==> src/verilog/sswc_pkg.sv <==
package sswc_pkg;
	// register byte offsets
	localparam logic [11:0] SSWC_OFS_CTRL = 12'h000;
	localparam logic [11:0] SSWC_OFS_STATUS = 12'h004;
	localparam logic [11:0] SSWC_OFS_IRQ_STAT = 12'h008;
	localparam logic [11:0] SSWC_OFS_IRQ_MASK = 12'h00C;
	localparam logic [11:0] SSWC_OFS_TAU = 12'h010;
	localparam logic [11:0] SSWC_OFS_WKT = 12'h014;
	localparam logic [11:0] SSWC_OFS_ANA = 12'h018;
	localparam logic [11:0] SSWC_OFS_ANA_LO = 12'h01C;
	localparam logic [11:0] SSWC_OFS_ANA_HI = 12'h020;
	localparam logic [11:0] SSWC_OFS_PIN = 12'h024;
	localparam logic [11:0] SSWC_OFS_CAUSE = 12'h028;
	// control register fields
	localparam int SSWC_CTRL_MODE = 0;      // 0 app-controlled, 1 periodic dormant
	localparam int SSWC_CTRL_SLEEP = 1;     // write 1: enter deepest sleep in app mode (self clearing)
	localparam int SSWC_CTRL_WKT_EN = 2;    // wakeup timer enable in app mode
	localparam int SSWC_CTRL_TAU_EN = 3;    // periodic dormant cycle enable
	localparam int SSWC_CTRL_ACT_DONE = 4;  // stack: active period over
	// analog config fields
	localparam int SSWC_ANA_EN = 0;
	localparam int SSWC_ANA_SEL = 1;        // 0 channel a, 1 channel b
	localparam int SSWC_ANA_CMP_LSB = 2;    // two bits of compare kind
	// wake cause / irq bits
	localparam int SSWC_NCAUSE = 8;
	localparam int SSWC_C_TAU = 0;
	localparam int SSWC_C_WKT = 1;
	localparam int SSWC_C_ANA = 2;
	localparam int SSWC_C_PIN_A = 3;
	localparam int SSWC_C_PIN_B = 4;
	localparam int SSWC_C_RESET = 5;
	localparam int SSWC_C_PWR = 6;
	localparam int SSWC_C_EPO = 7;
	// wakeup timer margin before tau expiry, in ticks
	localparam logic [31:0] SSWC_WKT_MARGIN = 32'h0000_0004;
	localparam logic [31:0] SSWC_RESET_VAL = 32'h0000_0000;
	// timing: one tick per microsecond at 50 MHz
	localparam int SSWC_CLK_HZ = 50_000_000;
	localparam int SSWC_TICK_NS = 1000;
	localparam int SSWC_TICK_CYC = (SSWC_TICK_NS * (SSWC_CLK_HZ / 1_000_000) + 999) / 1000;
	// reboot duration in ticks
	localparam logic [15:0] SSWC_BOOT_TICKS = 16'h0010;

	// analog compare kinds
	typedef enum logic [1:0] {SSWC_CMP_ABOVE, SSWC_CMP_BELOW, SSWC_CMP_INSIDE, SSWC_CMP_OUTSIDE} sswc_cmp_t;
	// pin trigger kinds
	typedef enum logic [2:0] {SSWC_PT_OFF, SSWC_PT_HIGH, SSWC_PT_LOW, SSWC_PT_RISE, SSWC_PT_FALL, SSWC_PT_BOTH}
		sswc_pin_trig_t;
	// power states
	typedef enum logic [2:0] {SSWC_ST_OFF, SSWC_ST_BOOT, SSWC_ST_ACTIVE, SSWC_ST_SLEEP, SSWC_ST_EPO} sswc_state_t;
endpackage

==> src/verilog/sswc_pin_det.sv <==
`timescale 1ns/1ps
`default_nettype none
// level or edge wake detector for one pin
module sswc_pin_det
	import sswc_pkg::*;
(
	// clock and reset
	input wire logic clk,
	input wire logic rstn,
	// pin and configuration
	input wire logic pin,
	input wire logic [2:0] trig,
	// detection
	output logic hit
);
	logic prev_q;
	logic init_q;

	// previous pin sample, seeded on first cycle to avoid a false edge
	always_ff @(posedge clk or negedge rstn) begin
		if (!rstn) begin
			prev_q <= 1'b0;
			init_q <= 1'b0;
		end else begin
			prev_q <= pin;
			init_q <= 1'b1;
		end
	end

	// selected level or edge condition
	always_comb begin
		hit = 1'b0;
		unique case (trig)
			SSWC_PT_HIGH: hit = pin;
			SSWC_PT_LOW: hit = !pin;
			SSWC_PT_RISE: hit = init_q && pin && !prev_q;
			SSWC_PT_FALL: hit = init_q && !pin && prev_q;
			SSWC_PT_BOTH: hit = init_q && (pin != prev_q);
			default: hit = 1'b0;
		endcase
	end
endmodule
`default_nettype wire

==> src/verilog/sswc_top.sv <==
// Functional notes
// - power up with request asserted: go active
// - power up with request off: deepest sleep
// - tau timer wakes only in periodic mode
// - wakeup timer fires after interval, optional
// - periodic mode: wakeup timer slightly before tau
// - analog threshold or window wakes in sleep
// - one analog channel armed, new replaces old
// - wake pins wake on level or edge
// - reset pin with request on: reset, wake
// - reset pin with request off: emergency off
// - request off-to-on transition wakes deepest sleep
// - app mode may sleep indefinitely untimed
// - periodic mode cycles active and inactive itself
// - any wake source works while dormant
// - wake causes reboot then active state
`timescale 1ns/1ps
`default_nettype none
module sswc_top
	import sswc_pkg::*;
#(
	parameter int ANA_W = 12
) (
	// clock and reset
	input wire logic CLK,
	input wire logic RSTN,
	// apb slave
	input wire logic PSEL,
	input wire logic PENABLE,
	input wire logic PWRITE,
	input wire logic [11:0] PADDR,
	input wire logic [31:0] PWDATA,
	output logic [31:0] PRDATA,
	output logic PREADY,
	output logic PSLVERR,
	// wake inputs, active levels as named
	input wire logic POWER_REQ,
	input wire logic EXT_RESET_N,
	input wire logic WAKE_PIN_A,
	input wire logic WAKE_PIN_B,
	input wire logic [ANA_W-1:0] ANALOG_WAKE_CHANNEL_A,
	input wire logic [ANA_W-1:0] ANALOG_WAKE_CHANNEL_B,
	// power state outputs
	output logic ACTIVE,
	output logic DEEPEST_SLEEP_STATE,
	output logic CORE_RESET_N,
	output logic EMERGENCY_OFF,
	output logic IRQ
);
	// refuse sample widths and tick dividers that the fields and counters cannot serve
	if (ANA_W < 1 || ANA_W > 32) begin : g_bad_ana_w
		$error("sswc_top: ANA_W out of range");
	end
	if (SSWC_TICK_CYC < 1 || SSWC_TICK_CYC > 256) begin : g_bad_tick
		$error("sswc_top: tick divider does not fit its counter");
	end

	sswc_state_t state_q;
	logic [31:0] ctrl_q;
	logic [31:0] tau_q;
	logic [31:0] wkt_q;
	logic [31:0] ana_q;
	logic [ANA_W-1:0] ana_lo_q;
	logic [ANA_W-1:0] ana_hi_q;
	logic [5:0] pin_cfg_q;
	logic [SSWC_NCAUSE-1:0] irq_stat_q;
	logic [SSWC_NCAUSE-1:0] irq_mask_q;
	logic [SSWC_NCAUSE-1:0] cause_q;
	logic [31:0] tau_cnt_q;
	logic [31:0] wkt_cnt_q;
	logic [15:0] boot_cnt_q;
	logic [7:0] tick_cnt_q;
	logic tick;
	logic pwr_prev_q;
	logic rst_prev_q;
	logic pwr_seen_q;
	logic sleep_cmd_q;
	logic act_done_q;
	logic wr_en;
	logic rd_en;
	logic mode_psm;
	logic pin_a_hit;
	logic pin_b_hit;
	logic ana_hit;
	logic [ANA_W-1:0] ana_val;
	logic [SSWC_NCAUSE-1:0] src;
	logic wake;
	logic reset_edge;
	logic pwr_rise;
	logic [31:0] wkt_limit;

	assign wr_en = PSEL && PENABLE && PWRITE;
	assign rd_en = PSEL && !PENABLE && !PWRITE; // setup cycle of a read
	assign mode_psm = ctrl_q[SSWC_CTRL_MODE];
	assign reset_edge = rst_prev_q && !EXT_RESET_N;
	assign pwr_rise = !pwr_prev_q && POWER_REQ;

	// microsecond tick enable
	assign tick = (tick_cnt_q == 8'(SSWC_TICK_CYC - 1));
	always_ff @(posedge CLK or negedge RSTN) begin
		if (!RSTN) begin
			tick_cnt_q <= 8'h00;
		end else if (tick) begin
			tick_cnt_q <= 8'h00;
		end else begin
			tick_cnt_q <= tick_cnt_q + 8'h01;
		end
	end

	// input history for edge detection
	always_ff @(posedge CLK or negedge RSTN) begin
		if (!RSTN) begin
			pwr_prev_q <= 1'b0;
			rst_prev_q <= 1'b1;
		end else begin
			pwr_prev_q <= POWER_REQ;
			rst_prev_q <= EXT_RESET_N;
		end
	end

	// wake pin detectors
	sswc_pin_det u_pin_a (
		.clk(CLK),
		.rstn(RSTN),
		.pin(WAKE_PIN_A),
		.trig(pin_cfg_q[2:0]),
		.hit(pin_a_hit)
	);
	sswc_pin_det u_pin_b (
		.clk(CLK),
		.rstn(RSTN),
		.pin(WAKE_PIN_B),
		.trig(pin_cfg_q[5:3]),
		.hit(pin_b_hit)
	);

	// analog compare on the single armed channel
	assign ana_val = ana_q[SSWC_ANA_SEL] ? ANALOG_WAKE_CHANNEL_B : ANALOG_WAKE_CHANNEL_A;
	always_comb begin
		ana_hit = 1'b0;
		unique case (sswc_cmp_t'(ana_q[SSWC_ANA_CMP_LSB +: 2]))
			SSWC_CMP_ABOVE: ana_hit = ana_val > ana_hi_q;
			SSWC_CMP_BELOW: ana_hit = ana_val < ana_lo_q;
			SSWC_CMP_INSIDE: ana_hit = ana_val >= ana_lo_q && ana_val <= ana_hi_q;
			SSWC_CMP_OUTSIDE: ana_hit = ana_val < ana_lo_q || ana_val > ana_hi_q;
		endcase
		ana_hit = ana_hit && ana_q[SSWC_ANA_EN];
	end

	// wakeup timer limit: in periodic mode derived from tau minus margin
	assign wkt_limit = (tau_q > SSWC_WKT_MARGIN) ? tau_q - SSWC_WKT_MARGIN : 32'h0000_0001;

	// wake sources, the tau and wakeup timer sources gated by mode
	always_comb begin
		src = '0;
		src[SSWC_C_TAU] = mode_psm && ctrl_q[SSWC_CTRL_TAU_EN] && tau_cnt_q >= tau_q;
		src[SSWC_C_WKT] = (mode_psm ? ctrl_q[SSWC_CTRL_TAU_EN] : ctrl_q[SSWC_CTRL_WKT_EN])
			&& wkt_cnt_q >= (mode_psm ? wkt_limit : wkt_q);
		src[SSWC_C_ANA] = ana_hit;
		src[SSWC_C_PIN_A] = pin_a_hit;
		src[SSWC_C_PIN_B] = pin_b_hit;
		src[SSWC_C_RESET] = reset_edge && POWER_REQ;
		src[SSWC_C_PWR] = pwr_rise;
		src[SSWC_C_EPO] = 1'b0;
	end
	assign wake = |src;

	// power state machine
	always_ff @(posedge CLK or negedge RSTN) begin
		if (!RSTN) begin
			state_q <= SSWC_ST_OFF;
			boot_cnt_q <= 16'h0000;
			cause_q <= '0;
			pwr_seen_q <= 1'b0;
		end else begin
			if (state_q != SSWC_ST_OFF && reset_edge && !POWER_REQ) begin
				state_q <= SSWC_ST_EPO;
				cause_q <= SSWC_NCAUSE'(1) << SSWC_C_EPO;
			end else begin
				unique case (state_q)
					SSWC_ST_OFF: begin
						pwr_seen_q <= 1'b1;
						state_q <= POWER_REQ ? SSWC_ST_BOOT : SSWC_ST_SLEEP;
						boot_cnt_q <= 16'h0000;
					end
					SSWC_ST_BOOT: begin
						if (reset_edge) begin
							boot_cnt_q <= 16'h0000;
						end else if (tick) begin
							boot_cnt_q <= boot_cnt_q + 16'h0001;
						end
						if (boot_cnt_q >= SSWC_BOOT_TICKS) begin
							state_q <= SSWC_ST_ACTIVE;
						end
					end
					SSWC_ST_ACTIVE: begin
						if (reset_edge) begin
							state_q <= SSWC_ST_BOOT;
							boot_cnt_q <= 16'h0000;
							cause_q <= SSWC_NCAUSE'(1) << SSWC_C_RESET;
						end else if ((!mode_psm && sleep_cmd_q) || (mode_psm && act_done_q)) begin
							state_q <= SSWC_ST_SLEEP;
						end
					end
					SSWC_ST_SLEEP: begin
						if (wake) begin
							state_q <= SSWC_ST_BOOT;
							boot_cnt_q <= 16'h0000;
							cause_q <= src;
						end
					end
					SSWC_ST_EPO: begin
						if (pwr_rise) begin
							state_q <= SSWC_ST_BOOT;
							boot_cnt_q <= 16'h0000;
							cause_q <= SSWC_NCAUSE'(1) << SSWC_C_PWR;
						end
					end
					default: state_q <= SSWC_ST_OFF;
				endcase
			end
		end
	end

	// sleep timers run only while in deepest sleep
	always_ff @(posedge CLK or negedge RSTN) begin
		if (!RSTN) begin
			tau_cnt_q <= 32'h0000_0000;
			wkt_cnt_q <= 32'h0000_0000;
		end else if (state_q != SSWC_ST_SLEEP) begin
			tau_cnt_q <= 32'h0000_0000;
			wkt_cnt_q <= 32'h0000_0000;
		end else if (tick) begin
			if (tau_cnt_q != 32'hFFFF_FFFF) tau_cnt_q <= tau_cnt_q + 32'h0000_0001;
			if (wkt_cnt_q != 32'hFFFF_FFFF) wkt_cnt_q <= wkt_cnt_q + 32'h0000_0001;
		end
	end

	// configuration registers written over apb
	always_ff @(posedge CLK or negedge RSTN) begin
		if (!RSTN) begin
			ctrl_q <= SSWC_RESET_VAL;
			tau_q <= SSWC_RESET_VAL;
			wkt_q <= SSWC_RESET_VAL;
			ana_q <= SSWC_RESET_VAL;
			ana_lo_q <= '0;
			ana_hi_q <= '0;
			pin_cfg_q <= '0;
			irq_mask_q <= '0;
		end else if (wr_en) begin
			unique case (PADDR)
				SSWC_OFS_CTRL: begin
					// command bits are pulses and never stored
					ctrl_q <= SSWC_RESET_VAL;
					ctrl_q[SSWC_CTRL_MODE] <= PWDATA[SSWC_CTRL_MODE];
					ctrl_q[SSWC_CTRL_WKT_EN] <= PWDATA[SSWC_CTRL_WKT_EN];
					ctrl_q[SSWC_CTRL_TAU_EN] <= PWDATA[SSWC_CTRL_TAU_EN];
				end
				SSWC_OFS_TAU: tau_q <= PWDATA;
				SSWC_OFS_WKT: wkt_q <= PWDATA;
				SSWC_OFS_ANA: ana_q <= {28'h0000000, PWDATA[3:0]};
				SSWC_OFS_ANA_LO: ana_lo_q <= PWDATA[ANA_W-1:0];
				SSWC_OFS_ANA_HI: ana_hi_q <= PWDATA[ANA_W-1:0];
				SSWC_OFS_PIN: pin_cfg_q <= PWDATA[5:0];
				SSWC_OFS_IRQ_MASK: irq_mask_q <= PWDATA[SSWC_NCAUSE-1:0];
				default: ;
			endcase
		end
	end

	// one-shot sleep entry and active-done commands
	always_ff @(posedge CLK or negedge RSTN) begin
		if (!RSTN) begin
			sleep_cmd_q <= 1'b0;
			act_done_q <= 1'b0;
		end else begin
			sleep_cmd_q <= wr_en && PADDR == SSWC_OFS_CTRL && PWDATA[SSWC_CTRL_SLEEP];
			act_done_q <= wr_en && PADDR == SSWC_OFS_CTRL && PWDATA[SSWC_CTRL_ACT_DONE];
		end
	end

	// sticky wake status, set wins over write-one clear
	// events outside sleep (reset pin, emergency off, power return) are flagged too
	always_ff @(posedge CLK or negedge RSTN) begin
		if (!RSTN) begin
			irq_stat_q <= '0;
		end else begin
			irq_stat_q <= (irq_stat_q & ~((wr_en && PADDR == SSWC_OFS_IRQ_STAT) ? PWDATA[SSWC_NCAUSE-1:0] : '0))
				| ((state_q == SSWC_ST_SLEEP && wake) ? src : '0)
				| ((state_q != SSWC_ST_OFF && reset_edge && POWER_REQ) ? SSWC_NCAUSE'(1) << SSWC_C_RESET : '0)
				| ((state_q != SSWC_ST_OFF && reset_edge && !POWER_REQ) ? SSWC_NCAUSE'(1) << SSWC_C_EPO : '0)
				| ((state_q == SSWC_ST_EPO && pwr_rise) ? SSWC_NCAUSE'(1) << SSWC_C_PWR : '0);
		end
	end

	// apb read data and answers, zero wait states
	always_ff @(posedge CLK or negedge RSTN) begin
		if (!RSTN) begin
			PRDATA <= 32'h0000_0000;
			PREADY <= 1'b0;
			PSLVERR <= 1'b0;
		end else begin
			PREADY <= PSEL && !PENABLE;
			PSLVERR <= 1'b0;
			// read data latched at setup so it stands through the access cycle
			if (rd_en) begin
				unique case (PADDR)
					SSWC_OFS_CTRL: PRDATA <= ctrl_q;
					SSWC_OFS_STATUS: PRDATA <= {27'h0000000, pwr_seen_q, 1'b0, 3'(state_q)};
					SSWC_OFS_IRQ_STAT: PRDATA <= {24'h000000, irq_stat_q};
					SSWC_OFS_IRQ_MASK: PRDATA <= {24'h000000, irq_mask_q};
					SSWC_OFS_TAU: PRDATA <= tau_q;
					SSWC_OFS_WKT: PRDATA <= wkt_q;
					SSWC_OFS_ANA: PRDATA <= ana_q;
					SSWC_OFS_ANA_LO: PRDATA <= 32'(ana_lo_q);
					SSWC_OFS_ANA_HI: PRDATA <= 32'(ana_hi_q);
					SSWC_OFS_PIN: PRDATA <= {26'h0000000, pin_cfg_q};
					SSWC_OFS_CAUSE: PRDATA <= {24'h000000, cause_q};
					default: PRDATA <= 32'h0000_0000;
				endcase
			end
		end
	end

	// registered state outputs
	always_ff @(posedge CLK or negedge RSTN) begin
		if (!RSTN) begin
			ACTIVE <= 1'b0;
			DEEPEST_SLEEP_STATE <= 1'b0;
			CORE_RESET_N <= 1'b0;
			EMERGENCY_OFF <= 1'b0;
			IRQ <= 1'b0;
		end else begin
			ACTIVE <= state_q == SSWC_ST_ACTIVE;
			DEEPEST_SLEEP_STATE <= state_q == SSWC_ST_SLEEP;
			CORE_RESET_N <= state_q == SSWC_ST_ACTIVE;
			EMERGENCY_OFF <= state_q == SSWC_ST_EPO;
			IRQ <= |(irq_stat_q & irq_mask_q);
		end
	end
endmodule
`default_nettype wire

==> config.mk <==
export PLATFORM = sky130hd
export DESIGN_NAME = sswc_top
export DESIGN_NICKNAME = d
export VERILOG_FILES = /design/src/verilog/sswc_pkg.sv /design/src/verilog/sswc_pin_det.sv /design/src/verilog/sswc_top.sv
export SDC_FILE = /design/constraint.sdc
export NUM_CORES = 1
export LEC_CHECK = 0
export BUFFER_PORTS_ARGS = -buffer_cell sky130_fd_sc_hd__buf_2
export CORE_MARGIN = 1
export CORE_UTILIZATION = 65
export DETAILED_ROUTE_END_ITERATION = 7
export GPL_ROUTABILITY_DRIVEN = 0
export PLACE_DENSITY_LB_ADDON = 0.1
export SYNTH_ARGS = -nofsm -noshare
export SYNTH_HDL_FRONTEND = slang
export SYNTH_HIERARCHICAL = 1
export SYNTH_SLANG_ARGS = --single-unit
==> constraint.sdc <==
create_clock -name CLK -period 13.84 [get_ports CLK]
set_input_delay 1.384 -clock CLK [delete_from_list [all_inputs] [get_ports CLK]]
set_output_delay 1.384 -clock CLK [all_outputs]
set_load 0.1 [all_outputs]
# Word-level counts from Yosys, hierarchy flattened
# Cells that the tools add are included.
# W data, S select, Z words.
word_totals:
  register_bits: 261
  latchBits: 0
  mem_bits_rw: 0
  rom_bits: 0
  inputBits: 77
  output_inout_bits: 39
  wordCells: 201
  n_memories: 0
classes:
  addsub: 5
  multipliers: 0
  div_mod_pow: 0
  magnitude_cmp: 8
  eq_ne: 42
  shift: 0
  n_mux: 39
  n_bitwise: 8
  reduce_logical: 70
ops:
  columns: ["op", "count"]
  rows:
  - ["$pmux W32 S11", 1]
  - ["$mux W32", 8]
  - ["$mux W16", 5]
  - ["$pmux W16 S5", 1]
  - ["$add A32 B1 Y32 const B", 2]
  - ["$ge A32 B32 Y1", 2]
  - ["$ne A32 B32 Y1 const B", 2]
  - ["$mux W8", 7]
  - ["$eq A12 B5 Y1 const B", 4]
  - ["$eq A12 B6 Y1 const B", 3]
  - ["$logic_and A1 B1 Y1", 33]
  - ["$gt A32 B3 Y1 const B", 1]
  - ["$sub A32 B3 Y32 const B", 1]
  - ["$eq A12 B4 Y1 const B", 2]
  - ["$pmux W8 S3", 1]
  - ["$reduce_and A2 Y1", 11]
  - ["$eq A3 B2 Y1 const B", 6]
  - ["$mux W3", 6]
  - ["$add A16 B1 Y16 const B", 1]
  - ["$and A8 B8 Y8", 2]
  - ["$ge A16 B5 Y1 const B", 1]
  - ["$or A8 B7 Y8", 2]
  - ["$eq A3 B3 Y1 const B", 5]
  - ["$pmux W3 S5", 1]
  - ["39 further kinds", 64]

# Longest topological paths before layout
# Gate-level depths: netlist of the first run.
logic_depth:
  depth_word: 12
  depth_mapped: 19
  depth_no_buf: 17

# By module
# Netlist of the first run, hierarchy kept.
modules_own_cells:
  columns: ["mod", "n_inst", "cells_per_inst", "area_each_um2", "seq_area_each_um2"]
  rows:
  - ["sswc_top", 1, 1534, 14726.6, 6457.4]
  - ["sswc_pin_det", 2, 11, 106.4, 50.0]

# Worst setup path after synthesis of the first run
# OpenSTA, ideal clock, no wires.
synth_timing:
  path_kind: "register to register"
  from: "register tau_q[18]"
  to: "register boot_cnt_q[7]"
  setup_time_ns: 0.130
  arrival_ns: 4.218
  required_ns: 13.710
  setup_slack_ns: 9.492
  path_stages_with_launch: 17
  n_path_buf: 1
  synth_period_minus_slack_ns: 4.348
  cell_sequence: "dfrtp_1 -> or4_4 -> nor4_4 -> nand3_1 -> or4_4 -> or4_1 -> a31o_2 -> ha_1 -> nand4_1 -> nor3_1 -> nand4_1 -> a31oi_1 -> nor2_1 -> and3_1 -> a21oi_1 -> buf_2 -> a31oi_1"
synth_between:
  elab_chain_len: 8
  word_cells_on_any_way: 11
  classes_between: "add/sub (1); order compare (3); eq/ne (1); mux (2); reduce/logical (4)"
synth_lines:
  columns: ["element", "line_no", "rtl"]
  rows:
  - ["start: declaration", "sswc_top.sv:60", "logic [31:0] tau_q;"]
  - ["start signal: assignment", "sswc_top.sv:243", "tau_q <= SSWC_RESET_VAL;"]
  - ["start signal: assignment", "sswc_top.sv:259", "SSWC_OFS_TAU: tau_q <= PWDATA;"]
  - ["$sub A32 B3 Y32 / $gt A32 B3 Y1 (equally long branches)", "sswc_top.sv:151", "assign wkt_limit = (tau_q > SSWC_WKT_MARGIN) ? tau_q - SSWC_WKT_MARGIN : 32'h0000_0001;"]
  - ["$mux W32", "sswc_top.sv:151", null]
  - ["$mux W32", "sswc_top.sv:158", "&& wkt_cnt_q >= (mode_psm ? wkt_limit : wkt_q);"]
  - ["$ge A32 B32 Y1", "sswc_top.sv:158", null]
  - ["$logic_and A1 B1 Y1", "sswc_top.sv:158", null]
  - ["$reduce_or A7 Y1 (*)", "sswc_top.sv:166", "assign wake = |src;"]
  - ["$ne A2 B2 Y1 (no line) (*)", null, null]
  - ["$reduce_and A6 Y1 (no line) (*)", null, null]
  - ["end signal: assignment", "sswc_top.sv:190", "boot_cnt_q <= boot_cnt_q + 16'h0001;"]
  - ["end: declaration", "sswc_top.sv:71", "logic [15:0] boot_cnt_q;"]
# Mark *: on every way between the ends. The rest lies on a longest branch, timed or not.
# A chain may end at the register's enable or synchronous reset.

# Worst setup path in the final report of the first run
# Same ends and word-level chain as after synthesis.

==> results of run 1 <==
power breakdown:
| group | internal (mW) | leakage (nW) | switching [mW] |
|---|---|---|---|
| Combinational | 0.0613 | 4.11 | 0.183 |
| Sequential | 0.786 | 3.35 | 0.0264 |
| Clock | 0.486 | 0.498 | 0.321 |
| Total | 1.33 | 7.96 | 0.530 |
state kept, by name (all words and copies together) (netlist names), 12 cells and up:
| name | count |
|---|---|
| tau_q | 32 |
| ana_hi_q | 12 |
| tau_cnt_q | 32 |
| boot_cnt_q | 16 |
| PRDATA | 32 |
| wkt_cnt_q | 32 |
| wkt_q | 32 |
| ana_lo_q | 12 |
cell usage after synthesis (16+ instances only):
cell type	count	area share (%)
nor2_1	113	2.8
clkbuf_1	54	1.4
nand4_1	29	1.2
a21oi_1	55	1.8
nand2b_1	16	0.67
a221oi_1	20	1.2
and3_1	17	0.71
o21ai_0	110	3.7
ha_1	96	8.0
nor3_1	31	1.0
and4_1	17	1.0
mux2_2	76	5.7
xnor2_1	59	3.5
a31oi_1	28	1.2
a22oi_1	63	3.2
and2_1	18	0.75
inv_1	82	2.1
dfrtp_1	261	44
xor2_1	22	1.3
nand2_1	179	4.5
nand3_1	46	1.5
worst max-delay path, delay by kind of cell (launching register included):
kind | cells | cell delay (ps)
AO/OA/AOI/OAI | 7 | 1420
adder cells (fa/ha/maj) | 1 | 240
buffers and inverters | 3 | 600
flip-flops | 1 | 420
AND/OR/NAND/NOR | 7 | 2280
stage by stage:
step | power [mW] | utilization, % | cells
floorplan | 0.984 | - | 1556
global placement | 1.06 | 69.8 | 1907
detailed placement | 1.07 | 69.8 | 1907
CTS | 1.87 | 74.2 | 1960
global route | 1.93 | 74.2 | 1960
finish | 1.86 | 74.2 | 1960
cells by family (layout without fill, tap and decap cells):
group / after synthesis / count (layout)
buffers and inverters: 142 / 261
AND/OR/NAND/NOR: 535 / 535
adder cells (fa/ha/maj): 96 / 96
multiplexers: 85 / 85
XOR/XNOR: 81 / 81
AO/OA/AOI/OAI: 352 / 352
flip-flops: 262 / 262
other: 3 / 3
how the worst min path moves through the flow:
stage / depth (start not counted) / endpoint / slack [ps] / start
after floorplan: 1 / pwr_seen_q / 440 / pwr_seen_q
after global placement: 1 / PRDATA[7] / 460 / PRDATA[7]
after detailed placement: 1 / PRDATA[7] / 460 / PRDATA[7]
after CTS: 1 / PRDATA[7] / 470 / PRDATA[7]
after global routing: 1 / PRDATA[2] / 490 / PRDATA[2]
final: 1 / PRDATA[7] / 470 / PRDATA[7]
cell usage in the layout, fill, tap and decap left out, types with 4 or more instances in the layout:
master     instances
a21boi_0           4
a21o_1            14
a21oi_1           54
a221oi_1          20
a222oi_1           5
a22o_1            12
a22oi_1           63
a31oi_1           28
and2_1            18
and3_1            17
and4_1            17
buf_2            113
buf_4             11
bufinv_16          4
clkbuf_16         29
clkbuf_8           5
clkinv_2           7
dfrtp_1          261
ha_1              96
inv_1             82
mux2_2            76
mux2i_1            9
nand2_1          178
nand2b_1          16
nand3_1           46
nand4_1           29
nor2_1           111
nor2b_1            7
nor3_1            28
nor3_2             4
nor4_1            14
o21ai_0          110
o22ai_1            8
or3_1             14
or4_1              9
xnor2_1           59
xor2_1            22
metal layers:
layer	global-route usage, %	routed length (microns)
met3	5.21	3120
met2	52.3	17700
met1	49.4	17400
met5	0	0
met4	7.52	670
final cells by class:
cell class	count	area, sq um	share of cell area [%]
Multi-Input combinational cell	1152	7860	46.9
Sequential cell	262	6560	39.1
Clock inverter	16	198	1.18
Inverter	83	312	1.86
Tap cell	285	357	2.13
Clock buffer	37	806	4.81
Timing Repair Buffer	125	663	3.96
==> qor.csv, run 1 <==
metric,value,unit
critPathCapture,boot_cnt_q[7],
synth_top_family_by_area,simple AND/OR/NAND/NOR gates,
grt_pass1_wl,63.0,mm
die-area,0.0236,sq mm
design_area,0.0168,sq mm
path_cells,or4_4 > nor4_4 > nand3_1 > or4_4 > inv_1 > a21oi_2 > buf_4 > a21oi_1 > ha_1 > nand2b_1 > a2111o_1 > a311oi_1 > a31oi_1 > nor2_1 > and3_1 > a21oi_1 > buf_4 > a31oi_1,
fmax,0.198,GHz
cts_tree,yes,
end_kind,flip-flop,
dpl-instance-area,0.0158,sq mm
syn_area_per_cell,9.60,sq um
crit_start,tau_q[18],
ys_types,73,
dpl.hpwl,28.1,mm
p_leak,7.96,nW
timing.hold.ws,470,ps
drc,0,
ff2ff_path_depth,18,
clkTransAtPathRegs,70,ps
synth_warnings,6,
cp_slowest_cell,or4_4,
routed_wl,38.9,mm
synth_edf_count,0,
synth_adder_area_share,8.04,%
rsz0062_at_grt,false,
coreArea,0.0226,sq mm
synth_cells,1556,
initial_utilization,66.2,%
grt_pass1_vias,11800,
synth-xor-area-share,4.75,%
clock-skew-final,16.0,ps
synthArstFlopShare,100,%
fin_crit,5060,ps
synth-simple-area-share,17.9,%
status,"finished, final reports clean",
crit_required,14300,ps
final-hold-violation-count,0,
hold_path_class,reg -> reg,
maxSlewViolCount,0,
drtIter0Drc,1080,
synth_flop_cell,dfrtp_1,
slowest_delay,590,ps
worst_slack,8780,ps
cts_setup_buffers,0,
place_ws,8920,ps
r2r_slack,8780,ps
num_antenna_cells,0,
slew_headroom,23.5,%
num_rows,55,
synth_fp_nets,1729,
dieHeight,154,microns
overflow,0,
syn_to_final_growth,12.2,%
regToRegStartpoint,tau_q[18],
grt_usage,33.5,%
worst_pin_slew,1150,ps
drive_above_1_share,16.5,%
wire_per_inst,19.9,microns
port_buffers,114,
ant_nets,0,
cts_buffers,29,
root_buffer,clkbuf_16,
crit_type,reg -> reg,
dr.pass1.iters,6,
muxShareOfSynthArea,6.33,%
die_w,154,microns
clkSinkCount,262,
setup_viol,0,
netlist_area,0.0149,sq mm
clk-insertion-delay-late,560,ps
clockBufferDepth,3,
worstReg2RegEnd,boot_cnt_q[7],
antenna_found_initial,0,
worstPathMaxFanout,16,
vias,12500,
synth-compound-area-share,15.4,%
power_density,111,mW/mm^2
grt_max_degree,121,
cts-hold-fix-buffers,0,
min_period_over_period,36.6,%
post_cts_resized,0,
seq_area_frac_synth,43.9,%
fillers,1629,
nets,1826,
ioPinCount,116,
maxCapViolCount,0,
viasPerCell,6.38,
ir_drop,0.000170,V
setup-tns-final,0,ps
worstPathArrival,5520,ps
cp-start-kind,flip-flop,
ys_seq_elements,262,
htree_levels,1,
Power figures use the tool's default switching activity.
==> run 2, diff against run 1 <==
--- a/config.mk
+++ b/config.mk
@@ -7,7 +7,7 @@
 export LEC_CHECK = 0
 export BUFFER_PORTS_ARGS = -buffer_cell sky130_fd_sc_hd__buf_2
 export CORE_MARGIN = 1
-export CORE_UTILIZATION = 65
+export CORE_UTILIZATION = 55
 export DETAILED_ROUTE_END_ITERATION = 7
 export GPL_ROUTABILITY_DRIVEN = 0
 export PLACE_DENSITY_LB_ADDON = 0.1
==> constraint.sdc (replaced) <==
create_clock -name CLK -period 4.6 [get_ports CLK]
set_input_delay 0.46 -clock CLK [delete_from_list [all_inputs] [get_ports CLK]]
set_output_delay 0.46 -clock CLK [all_outputs]
set_load 0.1 [all_outputs]
==> run 2 against run 1 <==
Via count decreased by 0.28%. Sequential share of layout area is 0.71 points lower. Worst setup slack got worse by 8600 ps. Clock skew increased by 3.4 ps. Non-clock buffer count rose by 20. Critical path depth shrank 3. Global-route usage is 3.8 points lower. Critical endpoint is now boot_cnt_q[2].
==> qor.csv, run 2 (synthesized netlist as in run 1, its figures left out) <==
metric,value,unit,change
wire_per_inst,20.0,microns,was 19.9 microns
num_antenna_cells,0,,unchanged
setup-tns-final,0,ps,unchanged
num_rows,59,,was 55
ir_drop,0.000334,V,was 0.000170 V
p_leak,8.07,nW,was 7.96 nW
slew_headroom,22.1,%,was 23.5%
antenna_found_initial,1,,was 0
cts-hold-fix-buffers,0,,unchanged
slowest_delay,590,ps,about the same
grt_usage,29.6,%,was 33.5%
ant_nets,0,,unchanged
setup_viol,0,,unchanged
coreArea,0.0264,sq mm,was 0.0226 sq mm
mostFrequentLayoutCells,"261 x dfrtp_1, 178 x nand2_1, 113 x buf_2",,unchanged
crit_type,reg -> reg,,unchanged
worst_pin_slew,1170,ps,was 1150 ps
clock-skew-final,19.3,ps,was 16.0 ps
swShare,28.2,%,was 28.4%
grt_pass1_vias,11900,,was 11800
clkTransAtPathRegs,60,ps,was 70 ps
ioPinCount,116,,unchanged
dp.cells,1977,,was 1907
finalPower,5.64,mW,was 1.86 mW
drtIter0Drc,1117,,was 1080
cts_setup_buffers,0,,unchanged
clk-insertion-delay-late,560,ps,about the same
power.switching,1.59,mW,was 0.530 mW
clkSinkCount,262,,unchanged
routed_wl,40.5,mm,was 38.9 mm
instances_no_fill,2031,,was 1960
viasPerCell,6.14,,was 6.38
cts_buffers,29,,unchanged
cts_tree,yes,,unchanged
htree_levels,1,,unchanged
seq_power_share,43.3,%,was 43.6%
nets,1846,,was 1826
drive_above_1_share,18.1,%,was 16.5%
cp-start-kind,flip-flop,,unchanged
die_w,167,microns,was 154 microns
final_common_cell,dfrtp_1,,unchanged
power.share.combinational,13.8,%,was 13.1%
crit_path_frequent_cell,or4_4,,
fillers,2160,,was 1629
multi_input_area,0.00793,sq mm,was 0.00786 sq mm
grt_max_degree,118,,was 121
worstPathArrival,4900,ps,was 5520 ps
path_cells,or4_4 > nor4_4 > nand3_2 > or4_4 > or4_1 > a31o_2 > ha_1 > and4_1 > a221oi_2 > o22ai_1 > nor2_2 > and3_4 > a21oi_4 > buf_12 > a31oi_1,,was or4_4 > nor4_4 > nand3_1 > or4_4 > inv_1 > a21oi_2 > buf_4 > a21oi_1 > ha_1 > nand2b_1 > a2111o_1 > a311oi_1 > a31oi_1 > nor2_1 > and3_1 > a21oi_1 > buf_4 > a31oi_1
fmax,0.226,GHz,was 0.198 GHz
busiest_layer,met2,,unchanged
clockBufferDepth,3,,unchanged
syn_to_final_growth,14.2,%,was 12.2%
root_buffer,clkbuf_16,,unchanged
met1_usage,43.7,%,was 49.4%
min_period_over_period,96.2,%,was 36.6%
fin_crit,4430,ps,was 5060 ps
maxSlewViolCount,0,,unchanged
crit_required,5080,ps,was 14300 ps
end_kind,flip-flop,,unchanged
dieHeight,167,microns,was 154 microns
power.internal,4.06,mW,was 1.33 mW
drc,0,,unchanged
pwr-share-clk,42.9,%,was 43.3%
final-hold-violation-count,0,,unchanged
maxCapViolCount,0,,unchanged
hold_path_class,in -> async,,was reg -> reg
cp_slowest_cell,or4_4,,unchanged
vias,12500,,about the same
regArea,0.00656,sq mm,unchanged
fin_util,64.8,%,was 74.2%
dr.pass1.iters,5,,was 6
grtUsageMet3,4.71,%,was 5.21%
globalRouteMet2Util,45.8,%,was 52.3%
die-area,0.0278,sq mm,was 0.0236 sq mm
dpl.hpwl,29.8,mm,was 28.1 mm
power_density,331,mW/mm^2,was 111 mW/mm^2
grt_pass1_wl,65.3,mm,was 63.0 mm
overflow,0,,unchanged
worstPathMaxFanout,16,,unchanged
initial_utilization,56.7,%,was 66.2%
port_buffers,114,,unchanged
status,"finished, final reports clean",,unchanged
==> run 2: stage by stage <==
stage	setup WS [ps]	hold slack, ps	area (sq um)
2_1_floorplan	252	164	14900
3_3_place_gp	60.9	457	16000
3_5_place_dp	-26.1	458	16000
4_1_cts	46.6	14.9	17000
5_1_grt	-0.0777	18.6	17100
6_report	173	5.94	17100
==> run 2: final timing paths <==
path	end	start	cells past startpoint	slack [ps]
max	boot_cnt_q[2]	tau_q[18]	15	170
min	ana_lo_q[5]	RSTN	1	6
max reg2reg	boot_cnt_q[2]	tau_q[18]	15	170
min reg2reg	PRDATA[6]	PRDATA[6]	1	470
max in group asynchronous	PRDATA[12]	RSTN	2	3520
min in group CLK	rst_prev_q	EXT_RESET_N	1	30
==> run 2: power groups by stage <==
| stage | registers [mW] | clock network, mW | logic, mW |
|---|---|---|---|
| floorplan | 2.51 | 0 | 0.450 |
| global placement | 2.48 | 0 | 0.759 |
| detailed placement | 2.48 | 0 | 0.767 |
| CTS | 2.44 | 2.45 | 0.773 |
| global route | 2.45 | 2.55 | 0.863 |
| finish | 2.44 | 2.42 | 0.778 |
==> run 2: repair_timing <==
action                                 4_1_cts  5_1_grt
gates resized for setup                      2       14
pin swaps                                    0        2
endpoints found under the hold margin        0        0
setup endpoints to repair                   16       25
==> run 2: area by class of cell <==
type                    instances  area share [%]
repair buffers                145            4.91
flip-flops and latches        262            38.4
multi-input cells            1152            46.5
well taps                     335            2.46
clock buffers                  44            5.11
inverters                      83            1.83
clock inverters                10           0.814
==> run 2: metal layers <==
metal | wire (microns) | share of wire, % | up-vias
li1 | - | - | 5877
met3 | 2780 | 6.9 | 65
met4 | 862 | 2.1 | 0
met5 | 0 | 0 | -
met1 | 18800 | 46 | 6122
met2 | 18100 | 45 | 415
==> run 2: worst max-delay path: cells and delay by family (launching register included) <==
family | cells | cell delay (ps)
adders and majority gates | 1 | 280
DFF | 1 | 410
and+or+nand+nor | 8 | 2590
buffers and inverters | 1 | 170
AOI/OAI and AO/OA | 5 | 890
==> run 3, diff against run 2 <==
--- a/config.mk
+++ b/config.mk
@@ -6,8 +6,10 @@
 export NUM_CORES = 1
 export LEC_CHECK = 0
 export BUFFER_PORTS_ARGS = -buffer_cell sky130_fd_sc_hd__buf_2
+export CELL_PAD_IN_SITES_DETAIL_PLACEMENT = 0
+export CELL_PAD_IN_SITES_GLOBAL_PLACEMENT = 1
 export CORE_MARGIN = 1
-export CORE_UTILIZATION = 55
+export CORE_UTILIZATION = 43
 export DETAILED_ROUTE_END_ITERATION = 7
 export GPL_ROUTABILITY_DRIVEN = 0
 export PLACE_DENSITY_LB_ADDON = 0.1
==> run 3 against run 2 <==
Sequential power about the same. Fmax decreased by 2.5%. Register-to-register slack got worse by 110 ps. Die area increased by 28%. Final area increased by 2.9%. Critical path depth increased by 1. Worst setup slack got worse by 110 ps. Non-clock buffer count increased by 21.
==> qor.csv, run 3 (synthesized netlist as in run 1, its figures left out) <==
metric,value,unit,change
status,"finished, final reports clean",,unchanged
ioPinCount,116,,unchanged
maxSlewViolCount,0,,unchanged
grt_pass1_wl,68.8,mm,was 65.3 mm
power.internal,4.09,mW,was 4.06 mW
mostFrequentLayoutCells,"261 x dfrtp_1, 178 x nand2_1, 113 x buf_2",,unchanged
wire_per_inst,20.0,microns,about the same
seq_power_share,42.4,%,was 43.3%
power.share.combinational,15.7,%,was 13.8%
min_period_over_period,98.7,%,was 96.2%
cp-start-kind,flip-flop,,unchanged
fmax,0.220,GHz,was 0.226 GHz
crit_required,5040,ps,was 5080 ps
worstPathMaxFanout,8,,was 16
initial_utilization,44.1,%,was 56.7%
final-hold-violation-count,0,,unchanged
design_area,0.0176,sq mm,was 0.0171 sq mm
ff2ff_path_depth,16,,was 15
clkSinkCount,262,,unchanged
drc,0,,unchanged
vias,12300,,was 12500
coreArea,0.0339,sq mm,was 0.0264 sq mm
num_rows,67,,was 59
power_density,330,mW/mm^2,was 331 mW/mm^2
htree_levels,1,,unchanged
dr.pass1.iters,5,,unchanged
syn_to_final_growth,17.5,%,was 14.2%
fin_crit,4540,ps,was 4430 ps
nets,1870,,was 1846
cts_buffers,31,,was 29
ir_drop,0.000319,V,was 0.000334 V
antenna_found_initial,0,,was 1
swShare,29.4,%,was 28.2%
routed_wl,43.5,mm,was 40.5 mm
end_kind,flip-flop,,unchanged
root_buffer,clkbuf_16,,unchanged
grt_max_degree,104,,was 118
slew_headroom,43.6,%,was 22.1%
drtIter0Drc,940,,was 1117
clockBufferDepth,3,,unchanged
die-area,0.0355,sq mm,was 0.0278 sq mm
final_common_cell,dfrtp_1,,unchanged
overflow,0,,unchanged
dpl-instance-area,0.0162,sq mm,was 0.0160 sq mm
crit_type,reg -> reg,,unchanged
viasPerCell,5.66,,was 6.14
pwr-share-clk,42.0,%,was 42.9%
num_antenna_cells,0,,unchanged
clk-insertion-delay-late,560,ps,about the same
p_leak,8.23,nW,was 8.07 nW
worst_pin_slew,839,ps,was 1170 ps
dieHeight,188,microns,was 167 microns
port_buffers,114,,unchanged
setup_viol,0,,unchanged
worstPathArrival,4980,ps,was 4900 ps
grt_pass1_vias,11900,,about the same
cts_tree,yes,,unchanged
drive_above_1_share,19.7,%,was 18.1%
clkTransAtPathRegs,60,ps,about the same
die_w,188,microns,was 167 microns
finalPower,5.79,mW,was 5.64 mW
rsz0062_at_grt,true,,
ant_nets,0,,unchanged
dpl.hpwl,31.9,mm,was 29.8 mm
min_path_cells,1,,
power.switching,1.70,mW,was 1.59 mW
hold_path_class,in -> reg,,was in -> async
maxCapViolCount,0,,unchanged
clock-skew-final,10.6,ps,was 19.3 ps
grt_usage,24.6,%,was 29.6%
==> run 3: cell count changes in the layout (fill, tap and decap cells not counted), moves of 3 or more <==
cell       before  now
a31oi_1        28   23
clkbuf_1        6    9
clkinv_2        3    6
a31oi_4         0    4
buf_4          29   47
clkbuf_8        9    6
clkbuf_16      29   32
o21ai_0       109  106
==> run 3: worst max-delay path, stage by stage (launching register included) <==
cell	delay, ps
dfrtp_1	370
or4_4	580
nor4_4	260
nand3_2	130
or4_4	540
or4_4	500
a31o_4	240
ha_4	260
nand4_1	120
nor3_2	180
nand4_1	140
a31oi_2	260
nor2_4	100
and3_4	200
a21oi_4	220
clkbuf_16	220
a31oi_1	90
==> run 3: power groups by stage <==
| stage | combinational [mW] | sequential [mW] | clock, mW |
|---|---|---|---|
| 6_report | 0.906 | 2.45 | 2.43 |
| 5_1_grt | 0.992 | 2.46 | 2.58 |
| 4_1_cts | 0.809 | 2.44 | 2.49 |
| 3_5_place_dp | 0.797 | 2.48 | 0 |
| 3_3_place_gp | 0.796 | 2.48 | 0 |
| 2_1_floorplan | 0.450 | 2.51 | 0 |
==> run 3: cell type report <==
| class | count | area, sq um |
|---|---|---|
| fill | 3169 | 16300 |
| multi-input combinational | 1153 | 8090 |
| sequential | 262 | 6560 |
| timing repair buffer | 166 | 1020 |
| clock buffer | 46 | 892 |
| tap | 448 | 561 |
| inverter | 83 | 312 |
| clock inverter | 12 | 123 |
==> run 3: layer usage <==
layer	vias up	track usage, %	share of wire, %	wire length, microns
li1	5912	-	-	-
met1	6010	37.0	49	21300
met2	311	37.1	44	19000
met3	46	4.13	5.8	2510
met4	0	4.62	1.4	597
met5	-	0	0	0
==> run 3: through the flow <==
| step | TNS (ps) | hold WS (ps) | instances | utilization (%) | setup WS [ps] |
|---|---|---|---|---|---|
| after floorplan | 0 | 164 | 1556 | - | 252 |
| after global routing | -1760 | 36.8 | 2170 | 51.8 | -126 |
| after CTS | -23.1 | 30.2 | 2164 | 51.1 | -23.1 |
| final | 0 | 45.9 | 2170 | 51.8 | 59.9 |
| after global placement | -216 | 456 | 2103 | 47.9 | -63.4 |
| after detailed placement | -2670 | 462 | 2103 | 47.9 | -200 |
==> run 3: path summary, 6_finish.rpt <==
check	end	slack, ps	start
max in group asynchronous	tau_cnt_q[14]	2960	RSTN
hold reg to reg	PRDATA[16]	470	PRDATA[16]
hold / removal	u_pin_b/prev_q	50	WAKE_PIN_B
setup reg to reg	boot_cnt_q[12]	60	tau_q[18]
min in group asynchronous	ana_hi_q[5]	550	RSTN
setup / recovery	boot_cnt_q[12]	60	tau_q[18]
==> run 3: what timing repair did <==
| action | 4_1_cts | 5_1_grt |
|---|---|---|
| pin swaps | 1 | 23 |
| endpoints found under the hold margin | 13 | 0 |
| cloned | 1 | 1 |
| resized for setup | 5 | 32 |
| buffers inserted | 0 | 6 |
| hold buffers | 2 | 0 |
| endpoints found under the setup margin | 25 | 25 |
